$ cat src/verilog/usb_evt_pkg.sv
// constants and carriers for the usb bus event and status block
// Contract
// RULE1: bit 7 chooses whether a bus reset also resets the core; powers up 1
// RULE2: mode 000 floats the regulator output and the bus pins
// RULE3: mode 001 pulls regulator high; bus pins open-drain with pull-ups
// RULE4: mode 01x enables the regulator and uses pins as usb data lines
// RULE5: modes 100 to 111 are undefined; open-drain pins left floating
// RULE6: a resume sets read-only bit 3 and raises a waking interrupt
// RULE7: leaving suspend clears the suspend bit first, then the resume bit
// RULE8: software enables usb clock and clears current reduction to see suspend
// RULE9: a bus reset sets flag bit 2 and raises the usb interrupt
// RULE10: software clears the bus reset flag only while write protect is 0
// RULE11: write protect 0 allows writes to engine-owned bits, 1 blocks them; code gates only the bus reset flag, endpoint flag clears ignore it
// RULE12: writing 1 to bit 1 starts remote wake-up signalling
// RULE13: software holds the wake-up bit high at least one usb clock
// RULE14: suspend sets read-only bit 0; its rising edge raises an interrupt
// RULE15: endpoint access sets its flag; interrupt if enabled and stack not full
// RULE16: software clears endpoint flags after service; engine never clears them
// RULE17: endpoint flags in bits 3..0; bits 7..4 read as zero
// RULE18: each endpoint has its own interrupt enable bit
// RULE19: engine events are synchronised before software sees them; set beats clear
package usb_evt_pkg;

   localparam logic [7:0] ADDR_CTRL_STATUS = 8'h00;
   localparam logic [7:0] ADDR_EP_FLAGS = 8'h04;
   localparam logic [7:0] ADDR_EP_ENABLE = 8'h08;
   localparam logic [7:0] ADDR_MISC = 8'h0C;
   localparam logic [7:0] ADDR_IRQ_STATUS = 8'h10;
   localparam logic [7:0] ADDR_IRQ_MASK = 8'h14;

   localparam int BIT_RESET_TO_CORE = 7;
   localparam int BIT_MODE_LO = 4;
   localparam int BIT_RESUME = 3;
   localparam int BIT_BUS_RESET = 2;
   localparam int BIT_WAKEUP = 1;
   localparam int BIT_SUSPEND = 0;
   localparam int BIT_WRITE_PROTECT = 0;
   localparam int NUM_EP = 4;

   localparam logic RESET_TO_CORE_RST = 1'h1;
   localparam logic [2:0] MODE_RST = 3'h0;
   localparam logic [1:0] RESP_OKAY = 2'h0;
   localparam logic [1:0] RESP_DECERR = 2'h3;

   // irq status / mask bit positions
   localparam int IRQ_SUSPEND = 0;
   localparam int IRQ_RESUME = 1;
   localparam int IRQ_BUS_RESET = 2;
   localparam int IRQ_ENDPOINT = 3;

   // pin function mode codes
   localparam logic [2:0] MODE_FLOAT = 3'h0;
   localparam logic [2:0] MODE_OPEN_DRAIN = 3'h1;

   typedef struct packed {
      logic bus_reset;
      logic suspend;
      logic resume;
      logic [3:0] ep_access;
   } engine_evt_t;

   typedef struct packed {
      logic regulator_en;
      logic regulator_pullup;
      logic usb_mode;
      logic od_mode;
      logic pins_float;
   } pin_cfg_t;

endpackage

$ cat src/verilog/usb_bus_event_status.sv
// usb bus event and status registers with axi4-lite slave
`timescale 1ns/1ps
module usb_bus_event_status (
   input wire logic core_clk,
   input wire logic nrst,
   // axi4-lite
   input wire logic [7:0] s_axi_awaddr,
   input wire logic s_axi_awvalid,
   output logic s_axi_awready,
   input wire logic [31:0] s_axi_wdata,
   input wire logic [3:0] s_axi_wstrb,
   input wire logic s_axi_wvalid,
   output logic s_axi_wready,
   output logic [1:0] s_axi_bresp,
   output logic s_axi_bvalid,
   input wire logic s_axi_bready,
   input wire logic [7:0] s_axi_araddr,
   input wire logic s_axi_arvalid,
   output logic s_axi_arready,
   output logic [31:0] s_axi_rdata,
   output logic [1:0] s_axi_rresp,
   output logic s_axi_rvalid,
   input wire logic s_axi_rready,
   // engine side (usb clock domain levels)
   input wire usb_evt_pkg::engine_evt_t engine_evt,
   input wire logic stack_full,
   output logic remote_wakeup_request,
   output logic bus_reset_to_core,
   output usb_evt_pkg::pin_cfg_t pin_cfg,
   output logic irq
);
   // ----------------------------------------------------------------
   // state
   // ----------------------------------------------------------------
   logic bus_reset_to_core_enable;
   logic [2:0] pin_function_mode_select;
   logic bus_reset_flag;
   logic suspend_indication;
   logic resume_indication;
   logic [3:0] endpoint_access_flags;
   logic [3:0] ep_irq_enable;
   logic flag_write_protect;
   logic [3:0] irq_status;
   logic [3:0] irq_mask;
   usb_evt_pkg::engine_evt_t evt_sync;
   usb_evt_pkg::engine_evt_t evt_prev;
   logic [3:0] ep_rise;
   logic rst_rise;
   logic suspend_indication_rise;
   logic res_rise;

   // ----------------------------------------------------------------
   // crossing from the engine domain
   // ----------------------------------------------------------------
   sync2 #(.W($bits(usb_evt_pkg::engine_evt_t))) u_sync (
      .core_clk(core_clk),
      .nrst(nrst),
      .d(engine_evt),
      .q(evt_sync)
   ); // [RULE19]

   always_ff @(posedge core_clk) begin
      if (!nrst) begin
         evt_prev <= '0;
      end else begin
         evt_prev <= evt_sync;
      end
   end

   assign ep_rise = evt_sync.ep_access & ~evt_prev.ep_access;
   assign rst_rise = evt_sync.bus_reset & ~evt_prev.bus_reset;
   assign suspend_indication_rise = evt_sync.suspend & ~evt_prev.suspend; // [RULE14]
   assign res_rise = evt_sync.resume & ~evt_prev.resume;

   // ----------------------------------------------------------------
   // axi4-lite slave
   // ----------------------------------------------------------------
   logic aw_held;
   logic w_held;
   logic [7:0] aw_addr;
   logic [31:0] w_data;
   logic [3:0] w_strb;
   logic wr_fire;
   logic rd_fire;
   logic [31:0] rd_val;
   logic rd_ok;
   logic wr_ok;

   function automatic logic addr_known(input logic [7:0] a);
      addr_known = (a == usb_evt_pkg::ADDR_CTRL_STATUS) || (a == usb_evt_pkg::ADDR_EP_FLAGS) ||
         (a == usb_evt_pkg::ADDR_EP_ENABLE) || (a == usb_evt_pkg::ADDR_MISC) ||
         (a == usb_evt_pkg::ADDR_IRQ_STATUS) || (a == usb_evt_pkg::ADDR_IRQ_MASK);
   endfunction

   assign s_axi_awready = !aw_held && !s_axi_bvalid;
   assign s_axi_wready = !w_held && !s_axi_bvalid;
   assign s_axi_arready = !s_axi_rvalid;
   assign wr_fire = aw_held && w_held && !s_axi_bvalid;
   assign rd_fire = s_axi_arvalid && s_axi_arready;
   assign wr_ok = wr_fire && w_strb[0];

   always_ff @(posedge core_clk) begin
      if (!nrst) begin
         aw_held <= 1'b0;
         w_held <= 1'b0;
         aw_addr <= 8'h00;
         w_data <= 32'h00000000;
         w_strb <= 4'h0;
         s_axi_bvalid <= 1'b0;
         s_axi_bresp <= usb_evt_pkg::RESP_OKAY;
      end else begin
         if (s_axi_awvalid && s_axi_awready) begin
            aw_held <= 1'b1;
            aw_addr <= {s_axi_awaddr[7:2], 2'b00};
         end
         if (s_axi_wvalid && s_axi_wready) begin
            w_held <= 1'b1;
            w_data <= s_axi_wdata;
            w_strb <= s_axi_wstrb;
         end
         if (wr_fire) begin
            aw_held <= 1'b0;
            w_held <= 1'b0;
            s_axi_bvalid <= 1'b1;
            s_axi_bresp <= addr_known(aw_addr) ? usb_evt_pkg::RESP_OKAY : usb_evt_pkg::RESP_DECERR;
         end else if (s_axi_bready) begin
            s_axi_bvalid <= 1'b0;
         end
      end
   end

   always_comb begin
      rd_val = 32'h00000000;
      rd_ok = 1'b1;
      case ({s_axi_araddr[7:2], 2'b00})
         usb_evt_pkg::ADDR_CTRL_STATUS: begin
            rd_val[7:0] = {bus_reset_to_core_enable, pin_function_mode_select, resume_indication,
               bus_reset_flag, remote_wakeup_request, suspend_indication};
         end
         usb_evt_pkg::ADDR_EP_FLAGS: begin
            rd_val[3:0] = endpoint_access_flags; // [RULE17]
         end
         usb_evt_pkg::ADDR_EP_ENABLE: begin
            rd_val[3:0] = ep_irq_enable;
         end
         usb_evt_pkg::ADDR_MISC: begin
            rd_val[usb_evt_pkg::BIT_WRITE_PROTECT] = flag_write_protect;
         end
         usb_evt_pkg::ADDR_IRQ_STATUS: begin
            rd_val[3:0] = irq_status;
         end
         usb_evt_pkg::ADDR_IRQ_MASK: begin
            rd_val[3:0] = irq_mask;
         end
         default: begin
            rd_ok = 1'b0;
         end
      endcase
   end

   always_ff @(posedge core_clk) begin
      if (!nrst) begin
         s_axi_rvalid <= 1'b0;
         s_axi_rdata <= 32'h00000000;
         s_axi_rresp <= usb_evt_pkg::RESP_OKAY;
      end else if (rd_fire) begin
         s_axi_rvalid <= 1'b1;
         s_axi_rdata <= rd_val;
         s_axi_rresp <= rd_ok ? usb_evt_pkg::RESP_OKAY : usb_evt_pkg::RESP_DECERR;
      end else if (s_axi_rready) begin
         s_axi_rvalid <= 1'b0;
      end
   end

   // ----------------------------------------------------------------
   // control register fields
   // ----------------------------------------------------------------
   logic wr_ctrl;
   logic wr_epf;
   assign wr_ctrl = wr_ok && (aw_addr == usb_evt_pkg::ADDR_CTRL_STATUS);
   assign wr_epf = wr_ok && (aw_addr == usb_evt_pkg::ADDR_EP_FLAGS);

   always_ff @(posedge core_clk) begin
      if (!nrst) begin
         bus_reset_to_core_enable <= usb_evt_pkg::RESET_TO_CORE_RST; // [RULE1]
         pin_function_mode_select <= usb_evt_pkg::MODE_RST;
         remote_wakeup_request <= 1'b0;
      end else if (wr_ctrl) begin
         bus_reset_to_core_enable <= w_data[usb_evt_pkg::BIT_RESET_TO_CORE];
         pin_function_mode_select <= w_data[usb_evt_pkg::BIT_MODE_LO +: 3];
         // level held while set; software keeps it long enough for the engine
         remote_wakeup_request <= w_data[usb_evt_pkg::BIT_WAKEUP]; // [RULE12] [RULE13]
      end
   end

   always_ff @(posedge core_clk) begin
      if (!nrst) begin
         ep_irq_enable <= 4'h0;
         flag_write_protect <= 1'b0;
         irq_mask <= 4'h0;
      end else if (wr_ok) begin
         if (aw_addr == usb_evt_pkg::ADDR_EP_ENABLE) begin
            ep_irq_enable <= w_data[3:0]; // [RULE18]
         end
         if (aw_addr == usb_evt_pkg::ADDR_MISC) begin
            flag_write_protect <= w_data[usb_evt_pkg::BIT_WRITE_PROTECT];
         end
         if (aw_addr == usb_evt_pkg::ADDR_IRQ_MASK) begin
            irq_mask <= w_data[3:0];
         end
      end
   end

   // ----------------------------------------------------------------
   // engine-owned flags
   // ----------------------------------------------------------------
   // bus reset flag: set wins over a same-cycle software clear
   always_ff @(posedge core_clk) begin
      if (!nrst) begin
         bus_reset_flag <= 1'b0;
      end else if (rst_rise) begin
         bus_reset_flag <= 1'b1; // [RULE9] [RULE19]
      end else if (wr_ctrl && !flag_write_protect) begin
         bus_reset_flag <= w_data[usb_evt_pkg::BIT_BUS_RESET]; // [RULE10] [RULE11]
      end
   end

   // suspend drops first; resume follows one cycle later
   always_ff @(posedge core_clk) begin
      if (!nrst) begin
         suspend_indication <= 1'b0;
         resume_indication <= 1'b0;
      end else begin
         suspend_indication <= evt_sync.suspend; // [RULE14]
         if (res_rise) begin
            resume_indication <= 1'b1; // [RULE6]
         end else if (!suspend_indication && !evt_sync.suspend) begin
            resume_indication <= 1'b0; // [RULE7]
         end
      end
   end

   // endpoint flags: engine sets, only software clears; set beats clear
   always_ff @(posedge core_clk) begin
      if (!nrst) begin
         endpoint_access_flags <= 4'h0;
      end else begin
         for (int i = 0; i < usb_evt_pkg::NUM_EP; i++) begin
            if (ep_rise[i]) begin
               endpoint_access_flags[i] <= 1'b1; // [RULE15] [RULE19]
            end else if (wr_epf && !w_data[i]) begin
               endpoint_access_flags[i] <= 1'b0;
            end
         end
      end
   end

   // ----------------------------------------------------------------
   // interrupt status: sticky, cleared by reading it
   // ----------------------------------------------------------------
   logic [3:0] irq_set;
   logic irq_rd;
   assign irq_set[usb_evt_pkg::IRQ_SUSPEND] = suspend_indication_rise; // [RULE14]
   assign irq_set[usb_evt_pkg::IRQ_RESUME] = res_rise; // [RULE6]
   assign irq_set[usb_evt_pkg::IRQ_BUS_RESET] = rst_rise; // [RULE9]
   assign irq_set[usb_evt_pkg::IRQ_ENDPOINT] = |(ep_rise & ep_irq_enable); // [RULE15] [RULE18]
   assign irq_rd = rd_fire && ({s_axi_araddr[7:2], 2'b00} == usb_evt_pkg::ADDR_IRQ_STATUS);

   always_ff @(posedge core_clk) begin
      if (!nrst) begin
         irq_status <= 4'h0;
      end else begin
         irq_status <= (irq_rd ? 4'h0 : irq_status) | irq_set;
      end
   end

   // a full stack holds the request back rather than losing it
   assign irq = |(irq_status & irq_mask) && !stack_full; // [RULE15]

   // ----------------------------------------------------------------
   // pin function decode
   // ----------------------------------------------------------------
   always_comb begin
      pin_cfg = '0;
      case (pin_function_mode_select)
         usb_evt_pkg::MODE_FLOAT: pin_cfg.pins_float = 1'b1; // [RULE2]
         usb_evt_pkg::MODE_OPEN_DRAIN: begin
            pin_cfg.regulator_pullup = 1'b1; // [RULE3]
            pin_cfg.od_mode = 1'b1;
         end
         3'h2, 3'h3: begin
            pin_cfg.regulator_en = 1'b1; // [RULE4]
            pin_cfg.usb_mode = 1'b1;
         end
         default: pin_cfg.pins_float = 1'b1; // [RULE5]
      endcase
   end

   assign bus_reset_to_core = bus_reset_to_core_enable && rst_rise; // [RULE1]
endmodule

$ cat src/verilog/sync2.sv
// two-flop synchroniser for a vector of levels
`timescale 1ns/1ps
module sync2 #(
   parameter int W = 1
) (
   input wire logic core_clk,
   input wire logic nrst,
   input wire logic [W-1:0] d,
   output logic [W-1:0] q
);
   logic [W-1:0] meta;

   always_ff @(posedge core_clk) begin
      if (!nrst) begin
         meta <= '0;
         q <= '0;
      end else begin
         meta <= d;
         q <= meta;
      end
   end
endmodule

$ cat config.mk
export PLATFORM = sky130hd
export DESIGN_NAME = usb_bus_event_status
export DESIGN_NICKNAME = d
export VERILOG_FILES = /design/src/verilog/usb_evt_pkg.sv /design/src/verilog/usb_bus_event_status.sv /design/src/verilog/sync2.sv
export SDC_FILE = /design/constraint.sdc
export NUM_CORES = 1
export LEC_CHECK = 0
export BUFFER_PORTS_ARGS = -buffer_cell sky130_fd_sc_hd__buf_2
export CAP_MARGIN = 20
export CORE_ASPECT_RATIO = 1.4
export CORE_MARGIN = 3
export CORE_UTILIZATION = 52
export DETAILED_ROUTE_END_ITERATION = 8
export PLACE_DENSITY = 0.88
export SETUP_SLACK_MARGIN = 0.15
export SYNTH_ARGS = -nofsm -noshare
export SYNTH_HDL_FRONTEND = slang
export SYNTH_SLANG_ARGS = --single-unit
$ cat constraint.sdc
create_clock -name core_clk -period 2.5 [get_ports core_clk]
set_input_delay 0.125 -clock core_clk [delete_from_list [all_inputs] [get_ports core_clk]]
set_output_delay 0.125 -clock core_clk [all_outputs]
set_load 0.1 [all_outputs]
==> results.json <==
{
  "wire_per_inst_um": 13.05,
  "antenna_found_initial": 0,
  "switchingPower_mw": 0.8599,
  "mostFrequentLayoutCells": "74 x dfxtp_1, 60 x buf_2, 34 x nand2_1, 32 x nor2_1, 27 x mux2i_1",
  "die_w_um": 70.85,
  "regArea_mm2": 0.001481,
  "crit_chain": "or4_4 > or4b_4 > o21ai_1 > a21oi_1",
  "dieArea_mm2": 0.006858,
  "synthesis.area_mm2": 0.003062,
  "via_per_inst": 5.180,
  "cpMaxStageDelayCell": "or4_4",
  "place_congestion": 0.8042,
  "clkTransAtPathRegs_ns": 0.08,
  "tns_ns": 0,
  "finalCritPeriodShare_pct": 73.10,
  "seqPwrFrac_pct": 45.7,
  "crit_family": "simple AND/OR/NAND/NOR gates",
  "internal-power_mw": 1.915,
  "grt_use_total_pct": 18.10,
  "num_antenna_cells": 0,
  "cts_made_buffers": 9,
  "die_h_um": 96.79,
  "synthCells": 334,
  "fmax_mhz": 547.2,
  "avgSynthCellArea_um2": 9.167,
  "cp.required_ns": 2.72,
  "pwr-share-comb_pct": 17.1,
  "multi_input_area_mm2": 0.001399,
  "grt_max_degree": 42,
  "crit_arrival_ns": 2.05,
  "crit_path_end": "endpoint_access_flags[1]",
  "synth.largest_area_cell": "dfxtp_1",
  "grt_overflow": 0,
  "finClkSkew_ns": 0.01055,
  "crit_fanout": 4,
  "grt_pass1_wl_mm": 9.956,
  "tightest_slew_ns": 0.5650,
  "cp.depth": 4,
  "finalSetupViolations": 0,
  "yosysWarningCount": 0,
  "totalWireLength_mm": 6.083,
  "outcome": "complete, no violations",
  "slew_headroom_pct": 61.36,
  "power.density_mw_per_mm2": 771.6,
  "vias": 2414,
  "crit_buf_inv": 0,
  "synth.area.top_cells": "dfxtp_1 48%, mux2i_1 8.8%, buf_4 6.9%",
  "reg2reg_slack_ns": 0.67,
  "final_common_cell": "dfxtp_1",
  "layout-drive-gt1-share_pct": 22.11,
  "p_leak_nw": 1.527,
  "initial_core_util_pct": 54.62,
  "drc": 0,
  "postRouteAntennaNets": 0,
  "fillers": 467,
  "peakVddDrop_mv": 0.5420,
  "ioPinCount": 116,
  "synth_top_area_share_pct": 48.39,
  "reg2reg_depth": 4,
  "crit_path_max_incr_delay_ns": 0.58,
  "end_kind": "flip-flop",
  "hpwlAfterDp_mm": 4.328,
  "clock_power_share_pct": 37.2,
  "synth_cell_types": 38,
  "r2r_start": "aw_addr[4]",
  "root_buffer": "clkbuf_8",
  "port_buffers": 60,
  "clk-insertion-delay-late_ns": 0.35,
  "start_kind": "flip-flop",
  "hold_path.class": "input port to flip-flop",
  "tritoncts": "yes",
  "cts_setup_buffers": 0,
  "timing.rr.end": "endpoint_access_flags[1]",
  "first_global_vias": 2225,
  "grt_setup_unrepaired": "false",
  "critPathLaunch": "aw_addr[4]",
  "synthToLayoutAreaGrowth_pct": 17.45,
  "clock_path_buffers": 2,
  "crit_type": "flip-flop to flip-flop",
  "fin_crit_ns": 1.828,
  "post_cts_resized": 0,
  "num-nets-final": 460,
  "htreeDepth": 3,
  "rows": 32,
  "first_pass_iters": 5,
  "clock-sinks": 74,
  "holdWs_ns": 0.009820,
  "cts_hold_buffers": 7,
  "yosys_register_bits": 74,
  "coreArea_mm2": 0.005605,
  "ys_seq_area_share_pct": 48.39,
  "sw_frac_of_total_pct": 30.99,
  "drt_iter0_markers": 154,
  "drv_cap": 0,
  "finalHoldViolCount": 0,
  "drv_slew": 0
}
layer usage:
| layer | vias up | GRT usage [%] | wire length [µm] |
|---|---|---|---|
| met3 | 18 | 3.742 | 367 |
| li1 | 1203 | - | - |
| met2 | 85 | 30.59 | 3108 |
| met1 | 1108 | 20.87 | 2410 |
| met4 | 0 | 9.986 | 197 |
| met5 | - | 0 | 0 |
metrics by stage:
stage          utilization (%)  instances  setup slack, ns  area [µm²]  power [mW]
6_report                 64.15        466           0.6724        3596       2.775
5_1_grt                  64.15        466           0.6073        3596       2.872
4_1_cts                  64.15        466           0.6733        3596       2.790
3_5_place_dp             58.86        443           0.7080        3299       1.760
3_3_place_gp             58.86        443           0.7207        3299       1.751
2_1_floorplan                -        357           0.2293        3171       1.720
Yosys cell counts:
cell type,number
inv_1,5
a22oi_1,6
nor3_1,5
nand4b_1,2
buf_4,28
nor3_2,1
a31oi_1,1
or3_1,3
nor4_4,1
a211oi_1,1
nand3b_1,6
a21oi_1,23
o21ai_1,4
a2111oi_0,3
mux2i_1,27
nor2b_1,4
o21bai_1,1
dfxtp_1,74
nand2_1,34
nor4b_1,1
buf_2,1
or4b_4,1
nand3_1,1
and3b_1,1
or4_4,2
o2111ai_1,1
and3_1,1
nand2b_1,10
conb_1,1
nor3b_1,1
o311ai_0,1
o21ai_0,5
clkbuf_1,15
and2_1,23
nor4_1,3
nor4b_2,1
nor2_1,34
o211ai_1,2
layout make-up:
cell class	count	share of cell area (%)
Clock inverter	6	2.470
Inverter	5	0.5219
Tap cell	68	2.366
Timing Repair Buffer	69	10.72
Clock buffer	10	3.827
Multi-Input combinational cell	234	38.90
Sequential cell	74	41.20
cell families after synthesis:
logic type	share of synthesized area (%)
mux	8.827
buf+inv	9.481
other cells	0.1225
compound gates	9.318
flops	48.39
simple gates	23.87
how the worst min path moves through the flow:
stage	start	end	slack, ns	cells past startpoint
finish	s_axi_wdata[4]	w_data[4]	0.01	3
global route	s_axi_wdata[4]	w_data[4]	0.0009	3
CTS	s_axi_wdata[4]	w_data[4]	0.002	3
detailed placement	engine_evt[5]	u_sync.meta[5]	0.33	2
global placement	engine_evt[6]	u_sync.meta[6]	0.33	2
floorplan	engine_evt[0]	u_sync.meta[0]	0.25	1
sequential cells by signal, summed over array words and instances (netlist names):
register	flops
s_axi_rdata	8
w_data	8
u_sync.meta	7
u_sync.q	7
aw_addr	6
evt_prev	6
endpoint_access_flags	4
ep_irq_enable	4
irq_mask	4
irq_status	4
pin_function_mode_select	3
aw_held	1
bus_reset_flag	1
bus_reset_to_core_enable	1
flag_write_protect	1
remote_wakeup_request	1
resume_indication	1
s_axi_bresp	1
s_axi_bvalid	1
s_axi_rresp	1
s_axi_rvalid	1
suspend_indication	1
w_held	1
w_strb	1
worst min-delay path: cells and delay by family:
family,cells,cell delay [ns]
compound gates,1,0.05
simple gates,1,0.05
buf+inv,1,0.10
power groups by stage:
stage                     Combinational [mW]  Clock, mW  Sequential, mW
after floorplan                        0.382          0            1.34
after global placement                 0.459          0            1.29
after detailed placement               0.464          0            1.30
after CTS                              0.474       1.05            1.27
after global routing                   0.499       1.10            1.28
final                                  0.473       1.03            1.27
Note: power is estimated with default switching activity, not from simulation.
